[config.mk]
export PLATFORM = sky130hd
export DESIGN_NAME = npf_regs
export DESIGN_NICKNAME = d
export VERILOG_FILES = /design/src/rtl/npf_unused_placeholder_none.v /design/src/rtl/npf_osc.v /design/src/rtl/npf_preset_mux.v /design/src/rtl/npf_regs.v
export VERILOG_INCLUDE_DIRS = /design/src /design/src/common
export SDC_FILE = /design/constraint.sdc
export NUM_CORES = 1
export LEC_CHECK = 0
export BUFFER_PORTS_ARGS = -buffer_cell sky130_fd_sc_hd__buf_2
export CAP_MARGIN = 20
export CORE_MARGIN = 1
export CORE_UTILIZATION = 25
export CTS_BUF_LIST = sky130_fd_sc_hd__clkbuf_16
export CTS_CLUSTER_SIZE = 14
export DETAILED_ROUTE_END_ITERATION = 10
export SLEW_MARGIN = 20
export SYNTH_ARGS = -nofsm -noshare
export SYNTH_HDL_FRONTEND = slang
export SYNTH_SLANG_ARGS = --single-unit
[constraint.sdc]
create_clock -name aclk -period 4.95 [get_ports aclk]
set_clock_uncertainty 0.1 [all_clocks]
set_input_delay 0.2475 -clock aclk [delete_from_list [all_inputs] [get_ports aclk]]
set_output_delay 0.2475 -clock aclk [all_outputs]
set_load 0.02 [all_outputs]
[src/common/npf_defs.vh]
// Functional notes
// - Phase word sits high, zeros below, added.
// - Phase value N means N/65536 of cycle.
// - Signed or unsigned phase reads behave alike.
// - Four read/write 16-bit channel A phases.
// - Read/write 32-bit A frequency, presets one-three.
// - Frequency words reset to 0xc0000000.
// - Phase words reset to zero.
// - Separate read/write channel B preset-0 frequency.
// - Frequency equals word times rate over 2^32.
// - Interleaved mode: channel B copies channel A.
`ifndef NPF_DEFS_VH
`define NPF_DEFS_VH

// Register byte offsets
`define NPF_OFF_PHASE_A0 12'h224
`define NPF_OFF_FREQ_A1 12'h228
`define NPF_OFF_PHASE_A1 12'h22c
`define NPF_OFF_FREQ_A2 12'h230
`define NPF_OFF_PHASE_A2 12'h234
`define NPF_OFF_FREQ_A3 12'h238
`define NPF_OFF_PHASE_A3 12'h23c
`define NPF_OFF_FREQ_B0 12'h240
`define NPF_OFF_CTRL 12'h260
`define NPF_OFF_STAT 12'h264

// Internal register indices
`define NPF_IDX_PHASE_A0 4'h0
`define NPF_IDX_PHASE_A1 4'h1
`define NPF_IDX_PHASE_A2 4'h2
`define NPF_IDX_PHASE_A3 4'h3
`define NPF_IDX_FREQ_A1 4'h4
`define NPF_IDX_FREQ_A2 4'h5
`define NPF_IDX_FREQ_A3 4'h6
`define NPF_IDX_FREQ_B0 4'h7
`define NPF_IDX_CTRL 4'h8
`define NPF_IDX_STAT 4'h9
`define NPF_IDX_NONE 4'hf

// Reset values
`define NPF_FREQ_RST 32'hc0000000
`define NPF_PHASE_RST 16'h0000
`define NPF_SEL_RST 2'h0

// Field positions
`define NPF_CTRL_SEL_LSB 0
`define NPF_CTRL_ILV_BIT 4
`define NPF_STAT_HINT_BIT 8

// Bus responses
`define NPF_RESP_OKAY 2'b00
`define NPF_RESP_SLVERR 2'b10

`endif

[src/rtl/npf_unused_placeholder_none.v]
`timescale 1ns/1ps

[src/rtl/npf_osc.v]
`timescale 1ns/1ps
// Phase accumulator with a left-justified phase offset
module npf_osc #(
  parameter ACC_W = 32, // Accumulator width
  parameter PH_W = 16 // Phase offset width
)(
  input wire aclk, // System clock
  input wire aresetn, // Synchronous reset, active low
  input wire sample_en, // One pulse per converter sample
  input wire [ACC_W-1:0] ftw, // Frequency tuning word
  input wire [PH_W-1:0] poff, // Phase offset
  output reg [ACC_W-1:0] phase_r // Output phase
);

  reg [ACC_W-1:0] acc_r; // Running accumulator
  wire [ACC_W-1:0] poff_word; // Offset moved into top bits

  // Offset in upper half, zeros below
  assign poff_word = {poff, {(ACC_W-PH_W){1'b0}}};

  // Step by the tuning word each sample
  always @(posedge aclk) begin
    if (!aresetn) begin
      acc_r <= {ACC_W{1'b0}};
      phase_r <= {ACC_W{1'b0}};
    end else if (sample_en) begin
      // Modulo add: wrap gives f = ftw * fs / 2^32
      acc_r <= acc_r + ftw;
      // Same bits for signed or unsigned offset
      phase_r <= acc_r + poff_word;
    end
  end

endmodule

[src/rtl/npf_preset_mux.v]
`timescale 1ns/1ps
// Picks the frequency and phase pair of one preset
module npf_preset_mux #(
  parameter FW = 32, // Frequency word width
  parameter PW = 16 // Phase word width
)(
  input wire [1:0] sel, // Selected preset
  input wire [4*FW-1:0] freq_bus, // Preset 3..0 frequencies
  input wire [4*PW-1:0] phase_bus, // Preset 3..0 phases
  output reg [FW-1:0] ftw, // Chosen frequency
  output reg [PW-1:0] poff // Chosen phase
);

  // Pair follows the selection at once
  always @* begin
    case (sel)
      2'h0: begin
        ftw = freq_bus[FW-1:0];
        poff = phase_bus[PW-1:0];
      end
      2'h1: begin
        ftw = freq_bus[2*FW-1:FW];
        poff = phase_bus[2*PW-1:PW];
      end
      2'h2: begin
        ftw = freq_bus[3*FW-1:2*FW];
        poff = phase_bus[3*PW-1:2*PW];
      end
      default: begin
        ftw = freq_bus[4*FW-1:3*FW];
        poff = phase_bus[4*PW-1:3*PW];
      end
    endcase
  end

endmodule

[src/rtl/npf_regs.v]
`timescale 1ns/1ps
`include "npf_defs.vh"
// Preset frequency and phase registers behind AXI4-Lite
module npf_regs #(
  parameter ADDR_W = 12 // Byte address width
)(
  input wire aclk, // System clock
  input wire aresetn, // Synchronous reset, active low
  input wire [ADDR_W-1:0] s_axi_awaddr, // Write address
  input wire s_axi_awvalid, // Write address valid
  output wire s_axi_awready, // Write address ready
  input wire [31:0] s_axi_wdata, // Write data
  input wire [3:0] s_axi_wstrb, // Write byte strobes
  input wire s_axi_wvalid, // Write data valid
  output wire s_axi_wready, // Write data ready
  output wire [1:0] s_axi_bresp, // Write response
  output wire s_axi_bvalid, // Write response valid
  input wire s_axi_bready, // Write response ready
  input wire [ADDR_W-1:0] s_axi_araddr, // Read address
  input wire s_axi_arvalid, // Read address valid
  output wire s_axi_arready, // Read address ready
  output wire [31:0] s_axi_rdata, // Read data
  output wire [1:0] s_axi_rresp, // Read response
  output wire s_axi_rvalid, // Read data valid
  input wire s_axi_rready, // Read data ready
  input wire sample_en, // One pulse per converter sample
  input wire [31:0] chan_a_preset0_freq, // Preset-0 A frequency
  input wire [15:0] chan_b_preset0_phase, // Preset-0 B phase
  output wire [31:0] osc_a_phase, // Channel A oscillator phase
  output wire [31:0] osc_b_phase // Channel B oscillator phase
);

  // Phase words for channel A presets 0..3
  reg [15:0] chan_a_phase_r [0:3];
  // Frequency words for channel A presets 1..3
  reg [31:0] chan_a_freq_r [1:3];
  reg [31:0] chan_b_preset0_freq_r; // Channel B preset 0
  reg [1:0] sel_a_r; // Selected channel A preset
  reg ilv_r; // Interleaved single-channel mode
  reg hint_r; // Running frequency was changed

  // Write channel holding state
  reg aw_full_r; // Address captured
  reg [ADDR_W-1:0] aw_addr_r; // Captured address
  reg w_full_r; // Data captured
  reg [31:0] w_data_r; // Captured data
  reg [3:0] w_strb_r; // Captured strobes
  reg bvalid_r; // Response pending
  reg [1:0] bresp_r; // Response code

  // Read channel state
  reg rvalid_r; // Read data pending
  reg [31:0] rdata_r; // Read data
  reg [1:0] rresp_r; // Read response code

  wire do_wr; // Commit a write this cycle
  wire [3:0] wr_idx; // Target of the write
  wire [3:0] rd_idx; // Target of the read
  wire ar_take; // Read address taken
  reg [31:0] rd_mux; // Read value before the register
  wire hint_set; // Active frequency being written
  wire hint_clr; // Software clears the hint
  wire [31:0] freq_a_merged; // Strobed word for A freq
  wire [31:0] freq_b_merged; // Strobed word for B freq
  wire [31:0] phase_merged; // Strobed word for a phase
  wire [31:0] ftw_a; // Chosen A frequency
  wire [15:0] poff_a; // Chosen A phase
  wire [31:0] ftw_b; // Channel B frequency in use
  wire [15:0] poff_b; // Channel B phase in use
  integer i; // Reset loop index

  // Map a byte address onto a register index
  function [3:0] npf_decode;
    input [ADDR_W-1:0] addr;
    begin
      case (addr[11:0])
        `NPF_OFF_PHASE_A0: npf_decode = `NPF_IDX_PHASE_A0;
        `NPF_OFF_PHASE_A1: npf_decode = `NPF_IDX_PHASE_A1;
        `NPF_OFF_PHASE_A2: npf_decode = `NPF_IDX_PHASE_A2;
        `NPF_OFF_PHASE_A3: npf_decode = `NPF_IDX_PHASE_A3;
        `NPF_OFF_FREQ_A1: npf_decode = `NPF_IDX_FREQ_A1;
        `NPF_OFF_FREQ_A2: npf_decode = `NPF_IDX_FREQ_A2;
        `NPF_OFF_FREQ_A3: npf_decode = `NPF_IDX_FREQ_A3;
        `NPF_OFF_FREQ_B0: npf_decode = `NPF_IDX_FREQ_B0;
        `NPF_OFF_CTRL: npf_decode = `NPF_IDX_CTRL;
        `NPF_OFF_STAT: npf_decode = `NPF_IDX_STAT;
        default: npf_decode = `NPF_IDX_NONE;
      endcase
    end
  endfunction

  // Merge new bytes into an old word under strobes
  function [31:0] npf_merge;
    input [31:0] old_w;
    input [31:0] new_w;
    input [3:0] strb;
    integer b;
    begin
      npf_merge = old_w;
      for (b = 0; b < 4; b = b + 1) begin
        if (strb[b]) begin
          npf_merge[8*b +: 8] = new_w[8*b +: 8];
        end
      end
    end
  endfunction

  // Bus handshake outputs
  assign s_axi_awready = !aw_full_r;
  assign s_axi_wready = !w_full_r;
  assign s_axi_bvalid = bvalid_r;
  assign s_axi_bresp = bresp_r;
  assign s_axi_arready = !rvalid_r;
  assign s_axi_rvalid = rvalid_r;
  assign s_axi_rdata = rdata_r;
  assign s_axi_rresp = rresp_r;

  // Write commits once both halves are held
  assign do_wr = aw_full_r && w_full_r && !bvalid_r;
  assign wr_idx = npf_decode(aw_addr_r);
  assign rd_idx = npf_decode(s_axi_araddr);
  assign ar_take = s_axi_arvalid && !rvalid_r;

  // Capture write address and data in either order
  always @(posedge aclk) begin
    if (!aresetn) begin
      aw_full_r <= 1'b0;
      aw_addr_r <= {ADDR_W{1'b0}};
      w_full_r <= 1'b0;
      w_data_r <= 32'h00000000;
      w_strb_r <= 4'h0;
    end else begin
      // Address half
      if (s_axi_awvalid && !aw_full_r) begin
        aw_full_r <= 1'b1;
        aw_addr_r <= s_axi_awaddr;
      end else if (do_wr) begin
        aw_full_r <= 1'b0;
      end
      // Data half
      if (s_axi_wvalid && !w_full_r) begin
        w_full_r <= 1'b1;
        w_data_r <= s_axi_wdata;
        w_strb_r <= s_axi_wstrb;
      end else if (do_wr) begin
        w_full_r <= 1'b0;
      end
    end
  end

  // Write response, error for unmapped offsets
  always @(posedge aclk) begin
    if (!aresetn) begin
      bvalid_r <= 1'b0;
      bresp_r <= `NPF_RESP_OKAY;
    end else if (do_wr) begin
      bvalid_r <= 1'b1;
      if (wr_idx == `NPF_IDX_NONE) begin
        bresp_r <= `NPF_RESP_SLVERR;
      end else begin
        bresp_r <= `NPF_RESP_OKAY;
      end
    end else if (s_axi_bready) begin
      bvalid_r <= 1'b0;
    end
  end

  // Strobed words for the frequency targets
  assign freq_a_merged = npf_merge(chan_a_freq_r[wr_idx[1:0] + 2'h1],
    w_data_r, w_strb_r);
  assign freq_b_merged = npf_merge(chan_b_preset0_freq_r, w_data_r,
    w_strb_r);
  // Phase words only see the two low byte lanes
  assign phase_merged = npf_merge({16'h0000, chan_a_phase_r[wr_idx[1:0]]},
    w_data_r, {2'b00, w_strb_r[1:0]});

  // Preset register file
  always @(posedge aclk) begin
    if (!aresetn) begin
      for (i = 0; i < 4; i = i + 1) begin
        chan_a_phase_r[i] <= `NPF_PHASE_RST;
      end
      for (i = 1; i < 4; i = i + 1) begin
        chan_a_freq_r[i] <= `NPF_FREQ_RST;
      end
      chan_b_preset0_freq_r <= `NPF_FREQ_RST;
    end else if (do_wr) begin
      case (wr_idx)
        // Phase words take the two low lanes only
        `NPF_IDX_PHASE_A0, `NPF_IDX_PHASE_A1,
        `NPF_IDX_PHASE_A2, `NPF_IDX_PHASE_A3: begin
          chan_a_phase_r[wr_idx[1:0]] <= phase_merged[15:0];
        end
        // Frequency words, one register per preset 1..3
        `NPF_IDX_FREQ_A1, `NPF_IDX_FREQ_A2,
        `NPF_IDX_FREQ_A3: begin
          chan_a_freq_r[wr_idx[1:0] + 2'h1] <= freq_a_merged;
        end
        // Channel B keeps its own word
        `NPF_IDX_FREQ_B0: begin
          chan_b_preset0_freq_r <= freq_b_merged;
        end
        default: begin
        end
      endcase
    end
  end

  // Control fields: preset select and interleave
  always @(posedge aclk) begin
    if (!aresetn) begin
      sel_a_r <= `NPF_SEL_RST;
      ilv_r <= 1'b0;
    end else if (do_wr && wr_idx == `NPF_IDX_CTRL) begin
      if (w_strb_r[0]) begin
        sel_a_r <= w_data_r[`NPF_CTRL_SEL_LSB +: 2];
        ilv_r <= w_data_r[`NPF_CTRL_ILV_BIT];
      end
    end
  end

  // Writing a frequency in use leaves phase undetermined
  assign hint_set = do_wr && (w_strb_r != 4'h0) &&
    ((wr_idx == `NPF_IDX_FREQ_A1 && sel_a_r == 2'h1) ||
     (wr_idx == `NPF_IDX_FREQ_A2 && sel_a_r == 2'h2) ||
     (wr_idx == `NPF_IDX_FREQ_A3 && sel_a_r == 2'h3) ||
     (wr_idx == `NPF_IDX_FREQ_B0 && !ilv_r));
  assign hint_clr = do_wr && wr_idx == `NPF_IDX_STAT &&
    w_strb_r[1] && w_data_r[`NPF_STAT_HINT_BIT];

  // Sticky resync hint, a new set beats a clear
  always @(posedge aclk) begin
    if (!aresetn) begin
      hint_r <= 1'b0;
    end else if (hint_set) begin
      hint_r <= 1'b1;
    end else if (hint_clr) begin
      hint_r <= 1'b0;
    end
  end

  // Read value selection
  always @* begin
    rd_mux = 32'h00000000;
    case (rd_idx)
      `NPF_IDX_PHASE_A0, `NPF_IDX_PHASE_A1,
      `NPF_IDX_PHASE_A2, `NPF_IDX_PHASE_A3: begin
        rd_mux = {16'h0000, chan_a_phase_r[rd_idx[1:0]]};
      end
      `NPF_IDX_FREQ_A1, `NPF_IDX_FREQ_A2, `NPF_IDX_FREQ_A3: begin
        rd_mux = chan_a_freq_r[rd_idx[1:0] + 2'h1];
      end
      `NPF_IDX_FREQ_B0: begin
        rd_mux = chan_b_preset0_freq_r;
      end
      `NPF_IDX_CTRL: begin
        rd_mux[`NPF_CTRL_SEL_LSB +: 2] = sel_a_r;
        rd_mux[`NPF_CTRL_ILV_BIT] = ilv_r;
      end
      `NPF_IDX_STAT: begin
        rd_mux[`NPF_CTRL_SEL_LSB +: 2] = sel_a_r;
        rd_mux[`NPF_CTRL_ILV_BIT] = ilv_r;
        rd_mux[`NPF_STAT_HINT_BIT] = hint_r;
      end
      default: begin
        rd_mux = 32'h00000000;
      end
    endcase
  end

  // Read channel, answer one cycle after the address
  always @(posedge aclk) begin
    if (!aresetn) begin
      rvalid_r <= 1'b0;
      rdata_r <= 32'h00000000;
      rresp_r <= `NPF_RESP_OKAY;
    end else if (ar_take) begin
      rvalid_r <= 1'b1;
      rdata_r <= rd_mux;
      if (rd_idx == `NPF_IDX_NONE) begin
        rresp_r <= `NPF_RESP_SLVERR;
      end else begin
        rresp_r <= `NPF_RESP_OKAY;
      end
    end else if (s_axi_rready) begin
      rvalid_r <= 1'b0;
    end
  end

  // Channel A pair from the selected preset
  npf_preset_mux #(
    .FW(32),
    .PW(16)
  ) u_mux_a (
    .sel(sel_a_r),
    .freq_bus({chan_a_freq_r[3], chan_a_freq_r[2],
      chan_a_freq_r[1], chan_a_preset0_freq}),
    .phase_bus({chan_a_phase_r[3], chan_a_phase_r[2],
      chan_a_phase_r[1], chan_a_phase_r[0]}),
    .ftw(ftw_a),
    .poff(poff_a)
  );

  // Interleaved mode ignores channel B settings
  assign ftw_b = ilv_r ? ftw_a : chan_b_preset0_freq_r;
  assign poff_b = ilv_r ? poff_a : chan_b_preset0_phase;

  // Channel A oscillator
  npf_osc #(
    .ACC_W(32),
    .PH_W(16)
  ) u_osc_a (
    .aclk(aclk),
    .aresetn(aresetn),
    .sample_en(sample_en),
    .ftw(ftw_a),
    .poff(poff_a),
    .phase_r(osc_a_phase)
  );

  // Channel B oscillator
  npf_osc #(
    .ACC_W(32),
    .PH_W(16)
  ) u_osc_b (
    .aclk(aclk),
    .aresetn(aresetn),
    .sample_en(sample_en),
    .ftw(ftw_b),
    .poff(poff_b),
    .phase_r(osc_b_phase)
  );

endmodule

==> results.json <==
{
  "r2r-end": "u_osc_b.acc_r[30]",
  "instances_no_fill": 3859,
  "synthCells": 2279,
  "post_synth_and_or_nand_nor_area_fraction": 0.171,
  "fp.dieW_microns": 313,
  "leakage_nw": 12.2,
  "nFillCells": 9920,
  "synth-async-reset-ratio": 0,
  "cts_root_buf": "clkbuf_16",
  "grt_max_degree": 148,
  "layout_common_cells": "247 x dfxtp_1, 242 x nand2_1, 216 x buf_2",
  "synth_cell_types": 83,
  "cts_resized": 0,
  "track_usage": 0.149,
  "drt-total-wl_microns": 75200,
  "cp-end-kind": "flop",
  "syn_area_per_cell_sq_um": 10.6,
  "layout_commonest_cell": "dfxtp_1",
  "cp.required_ns": 5.31,
  "overflow": 0,
  "cts_tree": "yes",
  "io-pin-count": 221,
  "startpoint_type": "flop",
  "dr.pass1.iters": 8,
  "yosysTopAreaCell": "edfxtp_1",
  "rows": 113,
  "rsz0062_at_grt": "false",
  "syn_area_sq_mm": 0.0241,
  "timing.final.crit_share": 0.918,
  "ant_nets": 0,
  "dp_hpwl_microns": 56800,
  "gp_congestion": 0.875,
  "max_stage_delay_ns": 0.57,
  "outcome": "completed",
  "dp.cells": 3706,
  "grt_pass1_vias": 17900,
  "hold_viol": 0,
  "tns_ns": 0,
  "setup_viol": 0,
  "die-area_sq_mm": 0.0978,
  "r2r_start": "sel_a_r[0]",
  "grt_antenna_before_repair": 2,
  "cts-buffers-inserted": 48,
  "synth_seq_cells": 442,
  "nets": 2773,
  "min_path_cells": 2,
  "drc": 0,
  "critPathMaxFanout": 6,
  "min_to": "u_osc_b.acc_r[28]",
  "die_h_microns": 313,
  "synth_area_leaders": "edfxtp_1 24%, dfxtp_1 21%, mux4_2 7.2%, mux2i_1 6.0%, ha_1 5.0%",
  "htreeDepth": 2,
  "synth-main-ff-cell": "dfxtp_1",
  "hold_slack_ns": 0.0411,
  "cts_buffer_depth": 3,
  "synth-adder-area-share": 0.0531,
  "hp-class": "input port to flop",
  "r2r_slack_ns": 0.41,
  "fmax_mhz": 220,
  "io_buffer_count": 218,
  "synth_top_family_by_area": "simple AND/OR/NAND/NOR gates",
  "syn_to_final_growth_pct": 20.2,
  "start_util": 0.253,
  "synth_edf_count": 192,
  "core_sq_mm": 0.0953,
  "synth.top_cell.area_share": 0.239,
  "cap_violations": 0,
  "hold_buffers": 66,
  "clk_pin_slew_ns": 0.06,
  "ir_drop_uv": 232,
  "clock-sinks": 442,
  "grt_pass1_wl_microns": 112000,
  "rr_worst_depth": 14,
  "antenna_cells": 0,
  "fin_crit_ns": 4.54,
  "synth_xor_area_frac": 0.0279,
  "fin_util": 0.305,
  "hp-start": "sample_en",
  "slew_violations": 0,
  "critical_path_class": "flop to flop",
  "worst_pin_slew_ns": 0.934,
  "yosysWarnings": 0,
  "power_density_mw_per_mm2": 308,
  "vias": 18300,
  "arrival_ns": 4.90,
  "cp_cell_sequence": "mux4_2 > mux2_2 > ha_1 > fa_1 > a21o_1 > a21o_1 > a21oi_1 > a21oi_1 > a31o_2 > a41o_1 > a211oi_1 > o31a_1 > xor2_1 > o21ai_0",
  "cp_slowest_cell": "mux4_2",
  "synth-seq-area-share": 0.446,
  "drive_gt1_frac": 0.192,
  "clkLatencyLatePin_ns": 0.61,
  "drtIter0Drc": 1346,
  "muxShareOfSynthArea": 0.154,
  "post_drt_wl_per_cell_microns": 19.5,
  "power_mw": 8.95,
  "max_slew_margin": 0.377,
  "vias_per_cell": 4.74,
  "postCtsSetupBuffers": 0,
  "synth_compound_area_frac": 0.119
}
## cell type report
| cell class | count | area [sq um] | share of cell area |
|---|---|---|---|
| Multi-Input combinational cell | 1706 | 12800 | 0.442 |
| Sequential cell | 442 | 10800 | 0.371 |
| Timing Repair Buffer | 332 | 2190 | 0.0754 |
| Tap cell | 1265 | 1580 | 0.0545 |
| Clock buffer | 48 | 1200 | 0.0414 |
| Clock inverter | 39 | 337 | 0.0116 |
| Inverter | 27 | 105 | 0.00362 |
## critical path: cells and delay by family, from the launching register on
kind | cells | cell delay (ns)
AOI/OAI and AO/OA | 9 | 2.20
muxes | 2 | 0.87
xor gates and xnor gates | 1 | 0.13
DFF | 1 | 0.41
adders and majority gates | 2 | 0.66
## cell usage after synthesis (14+ instances only)
master / count
a21o_1: 38
o21ai_0: 81
ha_1: 96
buf_1: 14
xnor2_1: 49
a21boi_0: 62
dfxtp_1: 250
clkbuf_1: 101
nor2b_1: 135
nor3_1: 18
nand2b_1: 25
nor2_1: 66
inv_1: 25
edfxtp_1: 192
o21ai_1: 16
mux2_2: 48
nand3_1: 59
nand2_1: 242
a21oi_1: 111
and2_1: 72
xor2_1: 28
o22ai_1: 17
mux2i_1: 145
mux4_2: 77
and3_1: 100
## worst max path at each step
| stage | start | end | slack, ns | cells after the start |
|---|---|---|---|---|
| after CTS | sel_a_r[0] | u_osc_b.acc_r[30] | 0.44 | 14 |
| final | sel_a_r[0] | u_osc_b.acc_r[30] | 0.41 | 14 |
| after detailed placement | sel_a_r[0] | u_osc_b.acc_r[30] | 0.46 | 14 |
| after floorplan | sel_a_r[0] | u_osc_b.acc_r[24] | 0.30 | 16 |
| after global placement | sel_a_r[0] | u_osc_b.acc_r[30] | 0.48 | 14 |
| after global routing | sel_a_r[0] | u_osc_b.acc_r[31] | 0.21 | 14 |
## state kept, by name, summed over array words and instances (netlist names), 4 cells and up
| signal | flops |
|---|---|
| u_osc_b.acc_r | 32 |
| u_osc_a.acc_r | 32 |
| aw_addr_r | 12 |
| w_strb_r | 4 |
| chan_b_preset0_freq_r | 32 |
| chan_a_phase_r | 64 |
| u_osc_b.phase_r | 32 |
| s_axi_rdata | 32 |
| w_data_r | 32 |
| u_osc_a.phase_r | 32 |
| chan_a_freq_r | 128 |
## metrics by stage
stage,cell area (sq um),worst slack (ns)
after floorplan,24300,0.302
after global placement,26800,0.478
after detailed placement,26800,0.460
after CTS,29000,0.438
after global routing,29000,0.211
final,29000,0.406
## cells by family (layout without fill, tap and decap cells)
| family | count (synthesis) | count (layout) |
|---|---|---|
| simple gates | 782 | 782 |
| compound gates | 443 | 443 |
| flops | 442 | 442 |
| mux | 270 | 270 |
| buf+inv | 164 | 446 |
| fa+ha+maj | 100 | 100 |
| xor+xnor | 77 | 77 |
| other cells | 1 | 34 |
## report_power, final
group	switching [mW]	internal (mW)
logic	0.705	0.535
clock network	1.57	1.99
registers	0.166	3.98
total	2.45	6.50
## layer usage
metal | track usage | vias up | wire length (microns)
met5 | 0 | - | 27
met4 | 0.0524 | 4 | 2430
met3 | 0.0256 | 103 | 4040
met2 | 0.243 | 494 | 34400
met1 | 0.198 | 8802 | 34300
li1 | - | 8897 | -
Note: power is estimated with default switching activity, not from simulation.
